$ cat config.mk
export PLATFORM = sky130hd
export DESIGN_NAME = padp_port
export DESIGN_NICKNAME = d
export VERILOG_FILES = /design/src/rtl/padp_pkg.sv /design/src/rtl/padp_port.sv
export SDC_FILE = /design/constraint.sdc
export NUM_CORES = 1
export LEC_CHECK = 0
export ABC_AREA = 1
export BUFFER_PORTS_ARGS = -buffer_cell sky130_fd_sc_hd__buf_2
export CELL_PAD_IN_SITES_DETAIL_PLACEMENT = 1
export CELL_PAD_IN_SITES_GLOBAL_PLACEMENT = 2
export CORE_MARGIN = 10
export CORE_UTILIZATION = 27
export CTS_CLUSTER_DIAMETER = 30
export CTS_CLUSTER_SIZE = 14
export DETAILED_ROUTE_END_ITERATION = 8
export GPL_TIMING_DRIVEN = 0
export PLACE_DENSITY_LB_ADDON = 0.12
export SLEW_MARGIN = 30
export SYNTH_ARGS = -nofsm -noshare
export SYNTH_HDL_FRONTEND = slang
export SYNTH_SLANG_ARGS = --single-unit
$ cat constraint.sdc
create_clock -name clk -period 3.8 [get_ports clk]
set_input_delay 0.19 -clock clk [delete_from_list [all_inputs] [get_ports clk]]
set_output_delay 0.19 -clock clk [all_outputs]
set_load 0.03 [all_outputs]
$ cat src/rtl/padp_pkg.sv
// padp_pkg: types, constants and helpers of the pci address/data port
// assumes one clock domain, the pci clock, and no software registers
package padp_pkg;

   localparam int AD_W = 32; // multiplexed address/data width
   localparam int CBE_W = 4; // command / byte-enable width
   localparam int LEN_W = 4; // data phase count width

   localparam logic [LEN_W-1:0] LEN_ZERO = 4'h0; // count after reset
   localparam logic [LEN_W-1:0] LEN_ONE = 4'h1; // final data phase
   localparam logic [LEN_W-1:0] LEN_TWO = 4'h2; // phase before final
   localparam logic [AD_W-1:0] AD_RST = 32'h0; // address/data reset
   localparam logic [CBE_W-1:0] CBE_RST = 4'hf; // lanes off at reset
   localparam logic [2:0] IO_CMD_HI = 3'h1; // io commands are 001x
   localparam logic [1:0] DW_LOW = 2'h0; // low bits, dword address

   // master engine states
   typedef enum logic [2:0] {
      M_IDLE = 3'h0,
      M_ADDR = 3'h1,
      M_DATA = 3'h2,
      M_TURN = 3'h3,
      M_REL = 3'h4
   } padp_mst_t;

   // target engine states
   typedef enum logic [1:0] {
      T_IDLE = 2'h0,
      T_DATA = 2'h1,
      T_TURN = 2'h2,
      T_REL = 2'h3
   } padp_tgt_t;

   // master request: command, address, number of data phases
   typedef struct packed {
      logic [CBE_W-1:0] cmd;
      logic [AD_W-1:0] addr;
      logic [LEN_W-1:0] len;
   } padp_req_t;

   // one data word with active-high byte enables
   typedef struct packed {
      logic [AD_W-1:0] data;
      logic [CBE_W-1:0] be;
   } padp_word_t;

   // everything the port drives onto the bus, with enables
   typedef struct packed {
      logic [AD_W-1:0] ad;
      logic adOe;
      logic [CBE_W-1:0] cbe;
      logic cbeOe;
      logic par;
      logic parOe;
      logic frame;
      logic frameOe;
      logic irdy;
      logic irdyOe;
      logic trdy;
      logic trdyOe;
   } padp_drv_t;

   localparam padp_drv_t DRV_RST = '{ad: AD_RST, adOe: 1'b0,
      cbe: CBE_RST, cbeOe: 1'b0, par: 1'b0, parOe: 1'b0,
      frame: 1'b1, frameOe: 1'b0, irdy: 1'b1, irdyOe: 1'b0,
      trdy: 1'b1, trdyOe: 1'b0};

   // even parity bit over the 36 lines
   function automatic logic padp_par(input logic [AD_W-1:0] ad,
                                     input logic [CBE_W-1:0] cbe);
      return ^{ad, cbe};
   endfunction : padp_par

   // write commands have the low command bit set
   function automatic logic padp_is_write(input logic [CBE_W-1:0] cmd);
      return cmd[0];
   endfunction : padp_is_write

   // io keeps a byte address, others carry a dword address
   function automatic logic [AD_W-1:0] padp_addr_phase(
         input logic [CBE_W-1:0] cmd, input logic [AD_W-1:0] addr);
      if (cmd[3:1] == IO_CMD_HI) begin
         return addr;
      end
      return {addr[AD_W-1:2], DW_LOW};
   endfunction : padp_addr_phase

endpackage : padp_pkg

$ cat src/rtl/padp_port.sv
// padp_port: pci address/data, command/byte-enable and parity port
// assumes arbitration and target decode live outside and report
// through gntOk and tgtSel; the wire levels are resolved outside
`timescale 1ns/1ps
module padp_port
   import padp_pkg::*;
(
   input wire logic clk,
   input wire logic reset_n,
   input wire padp_req_t mstReq, // request to start as master
   input wire logic mstReqValid, // request pending, level
   input wire logic gntOk, // arbiter grant, level
   input wire padp_word_t mstWr, // next write word
   output padp_word_t mstRd, // read word from the target
   output logic mstRdValid, // read word pulse
   output logic mstWrTake, // write word consumed pulse
   output logic mstDone, // last data phase done pulse
   output logic mstBusy, // master engine active
   input wire logic tgtSel, // we were claimed as target
   input wire logic tgtWrite, // claimed access is a write
   input wire logic [AD_W-1:0] tgtRdData, // read data to return
   input wire logic tgtRdy, // read data or write space ready
   output logic tgtTake, // read word consumed pulse
   output padp_word_t tgtWr, // write word from the master
   output logic tgtWrValid, // write word pulse
   output logic parBad, // received data parity mismatch pulse
   input wire logic [AD_W-1:0] adIn,
   output logic [AD_W-1:0] adOut,
   output logic adOe,
   input wire logic [CBE_W-1:0] cbeIn_n,
   output logic [CBE_W-1:0] cbeOut_n,
   output logic cbeOe,
   input wire logic parIn,
   output logic parOut,
   output logic parOe,
   input wire logic frameIn_n,
   output logic frameOut_n,
   output logic frameOe,
   input wire logic irdyIn_n,
   output logic irdyOut_n,
   output logic irdyOe,
   input wire logic trdyIn_n,
   output logic trdyOut_n,
   output logic trdyOe
);

   ////////////////////////////////////////////////////////////////////
   // state and pin registers
   padp_drv_t drv_reg; // everything driven on the bus
   padp_drv_t drv_next;
   padp_mst_t mSt_reg; // master engine
   padp_mst_t mSt_next;
   padp_tgt_t tSt_reg; // target engine
   padp_tgt_t tSt_next;
   logic [LEN_W-1:0] cnt_reg; // data phases left
   logic [LEN_W-1:0] cnt_next;
   logic mWr_reg; // master access is a write
   logic tWr_reg; // target access is a write
   logic idlePrev_reg; // frame and irdy were high last cycle
   logic chk_reg; // a received word waits for its parity
   logic expPar_reg; // parity expected for that word
   logic done; // data phase completes this edge
   logic busIdle; // frame and irdy free long enough
   logic mStart; // master engine takes the bus

   assign done = !irdyIn_n && !trdyIn_n;
   // released for a full cycle before we assert anything
   assign busIdle = frameIn_n && irdyIn_n && idlePrev_reg;
   // target claim wins so both engines never drive at once
   assign mStart = mstReqValid && gntOk && busIdle && !tgtSel &&
                   tSt_reg == T_IDLE;

   ////////////////////////////////////////////////////////////////////
   // next values of the bus drivers and both engines
   always_comb begin
      drv_next = drv_reg;
      mSt_next = mSt_reg;
      tSt_next = tSt_reg;
      cnt_next = cnt_reg;
      case (mSt_reg)
         M_IDLE: begin
            if (mStart) begin
               // address phase: address and command, frame low
               drv_next.ad = padp_addr_phase(mstReq.cmd,
                                             mstReq.addr);
               drv_next.adOe = 1'b1;
               drv_next.cbe = mstReq.cmd;
               drv_next.cbeOe = 1'b1;
               drv_next.frame = 1'b0;
               drv_next.frameOe = 1'b1;
               cnt_next = (mstReq.len == LEN_ZERO) ? LEN_ONE :
                          mstReq.len;
               mSt_next = M_ADDR;
            end
         end
         M_ADDR: begin
            // address parity goes out one clock behind the address
            drv_next.par = padp_par(drv_reg.ad, drv_reg.cbe);
            drv_next.parOe = 1'b1;
            drv_next.cbe = ~mstWr.be;
            drv_next.irdy = 1'b0;
            drv_next.irdyOe = 1'b1;
            drv_next.frame = (cnt_reg == LEN_ONE);
            if (mWr_reg) begin
               drv_next.ad = mstWr.data;
            end else begin
               drv_next.adOe = 1'b0; // turnaround for the target
            end
            mSt_next = M_DATA;
         end
         M_DATA: begin
            if (mWr_reg) begin
               // tracks the driven word one clock late, so it holds
               // one clock past completion
               drv_next.par = padp_par(drv_reg.ad,
                                       drv_reg.cbe);
            end else begin
               drv_next.parOe = 1'b0; // target owns read parity
            end
            if (done && cnt_reg == LEN_ONE) begin
               drv_next.irdy = 1'b1; // high before floating
               drv_next.frameOe = 1'b0; // high through last phase
               drv_next.adOe = 1'b0;
               drv_next.cbeOe = 1'b0;
               mSt_next = M_TURN;
            end else if (done) begin
               cnt_next = cnt_reg - LEN_ONE;
               drv_next.frame = (cnt_reg == LEN_TWO);
               drv_next.cbe = ~mstWr.be;
               if (mWr_reg) begin
                  drv_next.ad = mstWr.data;
               end
            end
         end
         M_TURN: begin
            drv_next.irdyOe = 1'b0;
            drv_next.parOe = 1'b0;
            mSt_next = M_REL;
         end
         M_REL: begin
            mSt_next = M_IDLE; // one free cycle before reuse
         end
         default: begin
            mSt_next = M_IDLE;
         end
      endcase
      case (tSt_reg)
         T_IDLE: begin
            if (tgtSel && mSt_reg == M_IDLE) begin
               // take trdy driven high first, never low at once
               drv_next.trdy = 1'b1;
               drv_next.trdyOe = 1'b1;
               if (!tgtWrite) begin
                  drv_next.ad = tgtRdData;
                  drv_next.adOe = 1'b1;
               end
               tSt_next = T_DATA;
            end
         end
         T_DATA: begin
            drv_next.trdy = !tgtRdy;
            if (!tWr_reg) begin
               // byte enables come from the master's lines as seen
               drv_next.par = padp_par(drv_reg.ad,
                                       cbeIn_n);
               drv_next.parOe = 1'b1;
            end
            if (done && frameIn_n) begin
               drv_next.trdy = 1'b1;
               drv_next.adOe = 1'b0;
               tSt_next = T_TURN;
            end else if (done && !tWr_reg) begin
               drv_next.ad = tgtRdData;
            end
         end
         T_TURN: begin
            drv_next.trdyOe = 1'b0;
            drv_next.parOe = 1'b0;
            tSt_next = T_REL;
         end
         T_REL: begin
            tSt_next = T_IDLE;
         end
         default: begin
            tSt_next = T_IDLE;
         end
      endcase
   end

   ////////////////////////////////////////////////////////////////////
   // bus driver registers
   always_ff @(posedge clk) begin
      if (!reset_n) begin
         drv_reg <= DRV_RST;
      end else begin
         drv_reg <= drv_next;
      end
   end

   // pins come straight off the register, in struct field order
   assign {adOut, adOe, cbeOut_n, cbeOe, parOut, parOe, frameOut_n,
           frameOe, irdyOut_n, irdyOe, trdyOut_n, trdyOe} = drv_reg;

   ////////////////////////////////////////////////////////////////////
   // master engine state
   always_ff @(posedge clk) begin
      if (!reset_n) begin
         mSt_reg <= M_IDLE;
         cnt_reg <= LEN_ZERO;
         mWr_reg <= 1'b0;
         idlePrev_reg <= 1'b0;
      end else begin
         mSt_reg <= mSt_next;
         cnt_reg <= cnt_next;
         idlePrev_reg <= frameIn_n && irdyIn_n;
         if (mStart) begin
            mWr_reg <= padp_is_write(mstReq.cmd);
         end
      end
   end

   // target engine state
   always_ff @(posedge clk) begin
      if (!reset_n) begin
         tSt_reg <= T_IDLE;
         tWr_reg <= 1'b0;
      end else begin
         tSt_reg <= tSt_next;
         if (tSt_reg == T_IDLE) begin
            tWr_reg <= tgtWrite;
         end
      end
   end

   ////////////////////////////////////////////////////////////////////
   // user side strobes and words
   always_ff @(posedge clk) begin
      if (!reset_n) begin
         {mstRd, mstRdValid, mstWrTake, mstDone, mstBusy, tgtTake, tgtWr,
          tgtWrValid} <= '0;
      end else begin
         mstBusy <= mSt_next != M_IDLE;
         mstRdValid <= mSt_reg == M_DATA && done && !mWr_reg;
         mstWrTake <= mWr_reg && ((mSt_reg == M_ADDR) ||
            (mSt_reg == M_DATA && done && cnt_reg != LEN_ONE));
         mstDone <= mSt_reg == M_DATA && done && cnt_reg == LEN_ONE;
         tgtTake <= tSt_reg == T_DATA && done && !tWr_reg;
         tgtWrValid <= tSt_reg == T_DATA && done && tWr_reg;
         if (mSt_reg == M_DATA && done) begin
            mstRd <= '{data: adIn, be: ~drv_reg.cbe};
         end
         if (tSt_reg == T_DATA && done) begin
            tgtWr <= '{data: adIn, be: ~cbeIn_n};
         end
      end
   end

   // received parity arrives one clock after the data phase ends
   always_ff @(posedge clk) begin
      if (!reset_n) begin
         {chk_reg, expPar_reg, parBad} <= 3'h0;
      end else begin
         chk_reg <= done && ((mSt_reg == M_DATA && !mWr_reg) ||
                             (tSt_reg == T_DATA && tWr_reg));
         expPar_reg <= padp_par(adIn, cbeIn_n);
         parBad <= chk_reg && (parIn != expPar_reg);
      end
   end
endmodule : padp_port

==> results.py <==
metrics = {
    "synthesis": {
        "netlist_area_um2": 7010,
        "ys.flop_type": "sky130_fd_sc_hd__dfxtp_1",
        "syn-instance-count": 997,
        "synth_top_area_share": 0.397,
        "yosysWarningCount": 0,
        "synth_async_sr_flop_share": 0,
        "synth_seq_area_share": 0.397,
        "synth-seq-cells": 139,
        "ys_top_cells_by_area": "sky130_fd_sc_hd__dfxtp_1 (40%), sky130_fd_sc_hd__nand2_1 (15%), sky130_fd_sc_hd__nor2_1 (8.7%)",
        "syn-num-nets": 1158,
        "yosysMostFrequentCell": "sky130_fd_sc_hd__nand2_1",
        "yosys.area.top_type": "sky130_fd_sc_hd__dfxtp_1",
        "syn_avg_cell_area_um2": 7.03,
        "yosys-top-cells-count": "sky130_fd_sc_hd__nand2_1 (271), sky130_fd_sc_hd__nor2_1 (163), sky130_fd_sc_hd__dfxtp_1 (139)",
        "count_of_flip_flops_with_a_built_in_enable_after_synthesis": 0,
        "number_of_distinct_library_cell_variants_in_the_gate_level_netlist_after_synthesis": 42,
    },
    "timing": {
        "maxClockFrequency_mhz": 377,
        "grt_setup_unrepaired": "false",
        "number_of_failing_setup_endpoints_in_the_final_timing_report": 0,
        "period_share": 0.699,
        "worst-slew-pin-transition_ns": 0.881,
        "layout_setup_ws_ns": 1.14,
        "finalHoldViolCount": 0,
        "final.min_clock_period_ns": 2.66,
        "maxSlewHeadroom": 0.408,
        "tns_ns": 0,
        "slew_violations": 0,
        "worst_clock_skew_ns": 0.0135,
    },
    "grt": {
        "overflow": 0,
        "grt_max_degree": 17,
        "number_of_global_route_vias_before_repair": 8062,
        "number_of_antenna_violations_at_the_first_check_in_global_routing": 5,
        "gr-usage-all-layers": 0.179,
        "grt_pass1_wl_um": 46900,
    },
    "die": {
        "design.die.area_um2": 32800,
        "floorplan.rows": 58,
        "core_area_um2": 25400,
        "ios": 280,
        "initial_utilization": 0.276,
        "die_width_um": 181,
        "fp.dieH_um": 181,
    },
    "critical_path": {
        "worstPathBufferInverterCount": 4,
        "critPathMostFrequentCell": "sky130_fd_sc_hd__inv_1",
        "worst-path-max-fanout": 10,
        "cp_data_arrival_time_ns": 3.01,
        "timing.critical_path.slowest_cell_delay_ns": 0.69,
        "setup.worst_path.class": "register to register",
        "critical-path-top-delay-family": "compound AO/OA/AOI/OAI gates",
        "worst_setup_ep_type": "register",
        "start_kind": "register",
        "critPathSlowestCell": "sky130_fd_sc_hd__o21ai_1",
        "critPathRequiredTime_ns": 4.15,
        "reg_to_reg_slack_setup_ns": 1.14,
        "worstPathCellList": "inv_1 > ha_1 > inv_2 > nor2_1 > inv_1 > o21ai_1 > clkbuf_1 > nand2_1 > a21oi_1",
    },
    "clock_tree": {
        "post_cts.resized_instances": 0,
        "inserted_clock_buffers": 17,
        "cts_tree": "yes",
        "clk_transition_reported_paths_ns": 0.08,
        "clock_sinks": 139,
        "htreeDepth": 4,
        "cts-root-to-sink-buffers": 2,
        "cts_root_buffer": "sky130_fd_sc_hd__clkbuf_16",
        "clk-insertion-delay-late_ns": 0.43,
    },
    "run": {
        "maxCapViolations": 0,
    },
    "placement": {
        "dp_worst_setup_slack_ns": 1.16,
        "detailedPlacementHpwl_um": 24100,
        "placement.io_buffers": 279,
        "gp_routability_congestion": 0.760,
    },
    "detailed_routing": {
        "drt_first_iter_violations": 298,
        "wirelength_per_cell_um": 18.2,
        "dr.pass1.iters": 4,
        "routed_wl_um": 30100,
        "number_of_vias_per_cell_after_detailed_routing": 4.59,
        "vias": 7577,
        "post-route-drc-count": 0,
        "antenna_left": 0,
    },
    "run_status": {
        "run_status": "complete, no violations",
    },
    "finish": {
        "nNetsFinal": 1467,
        "areaGrowthSynthToFinish_pct": 36.1,
        "post_route_cells_drive_above_1_share": 0.280,
        "layout.filler_cells": 3267,
    },
    "power_and_ir_drop": {
        "vdd.ir_drop.worst_uv": 241,
        "power_density_over_the_cells_nw_per_um2": 546,
        "power.leakage_uw": 0.00473,
    },
    "hold_path": {
        "hp-class": "primary input to register",
    },
}
-- routing by layer --
layer | track usage | share of wire | up-vias
met5 | 0 | 0.00090 | -
met4 | 0.0374 | 0.0088 | 4
met3 | 0.0639 | 0.078 | 25
met2 | 0.297 | 0.46 | 199
met1 | 0.219 | 0.45 | 3518
li1 | - | - | 3831
-- final timing paths --
path / endpoint / depth (start not counted) / startpoint
min reg2reg: parBad$_SDFF_PN0_ / 2 / chk_reg$_SDFF_PN0_
max reg2reg: adOut[23]$_SDFF_PN0_ / 9 / tSt_reg[0]$_SDFFE_PN0P_
max: adOut[23]$_SDFF_PN0_ / 9 / tSt_reg[0]$_SDFFE_PN0P_
min: adOut[4]$_SDFF_PN0_ / 3 / tgtRdData[4]
-- power by group --
| group | switching [uW] | leakage [uW] | internal, uW | total [uW] |
|---|---|---|---|---|
| Combinational | 1140 | 0.00331 | 562 | 1700 |
| Clock | 782 | 0.000294 | 999 | 1780 |
| Sequential | 124 | 0.00113 | 1600 | 1720 |
| Total | 2050 | 0.00473 | 3160 | 5210 |
-- placed cells by master (no fill, tap or decap), types with 14 or more instances in the layout --
master,synthesis,routed
sky130_fd_sc_hd__nand2_1,271,271
sky130_fd_sc_hd__dfxtp_1,139,139
sky130_fd_sc_hd__clkbuf_16,0,17
sky130_fd_sc_hd__xnor2_1,38,38
sky130_fd_sc_hd__nand3_1,21,21
sky130_fd_sc_hd__buf_2,4,283
sky130_fd_sc_hd__inv_1,60,60
sky130_fd_sc_hd__xor2_1,14,14
sky130_fd_sc_hd__a21oi_1,55,55
sky130_fd_sc_hd__nor2_1,163,163
sky130_fd_sc_hd__a22oi_2,18,18
sky130_fd_sc_hd__clkbuf_1,26,27
sky130_fd_sc_hd__o21ai_0,95,95
-- layout make-up --
| class | count | area (um^2) | area share |
|---|---|---|---|
| multi-input combinational | 743 | 3720 | 0.390 |
| tap | 330 | 413 | 0.0433 |
| inverter | 72 | 290 | 0.0304 |
| antenna | 3 | 7.51 | 0.000787 |
| sequential | 139 | 2780 | 0.292 |
| clock buffer | 18 | 429 | 0.0450 |
| buffer | 43 | 211 | 0.0222 |
| timing repair buffer | 290 | 1510 | 0.158 |
| clock inverter | 14 | 174 | 0.0182 |
-- worst register-to-register path, delay by kind of cell (launching register included) --
kind | cells | cell delay, ns
AOI/OAI and AO/OA | 2 | 0.84
adders and majority gates | 1 | 0.30
buffers and inverters | 4 | 0.84
DFF | 1 | 0.32
and+or+nand+nor | 2 | 0.30
-- per-stage QoR --
stage / instances / utilization / instance area, um^2 / total power [uW] / hold WS [ns]
5_1_grt: 1649 / 0.375 / 9530 / 5570 / 0.00772
3_3_place_gp: 1606 / 0.347 / 8820 / 3460 / 0.393
4_1_cts: 1649 / 0.375 / 9530 / 5290 / 0.000274
2_1_floorplan: 997 / - / 7010 / 2880 / 0.280
6_report: 1652 / 0.376 / 9540 / 5210 / 0.0176
3_5_place_dp: 1606 / 0.347 / 8820 / 3480 / 0.401
-- cells by family after synthesis --
| family | after synthesis | share of synthesized area |
|---|---|---|
| simple gates | 481 | 0.277 |
| compound gates | 204 | 0.179 |
| flops | 139 | 0.397 |
| buf+inv | 115 | 0.0716 |
| xor+xnor | 52 | 0.0650 |
| fa+ha+maj | 6 | 0.0107 |
-- repair_timing --
item                       in CTS  in global routing
hold buffers                   11                  0
hold endpoints to repair       11                  0
buffers inserted                0                  0
setup endpoints to repair       0                  0
(Power assumes the default switching activity.)
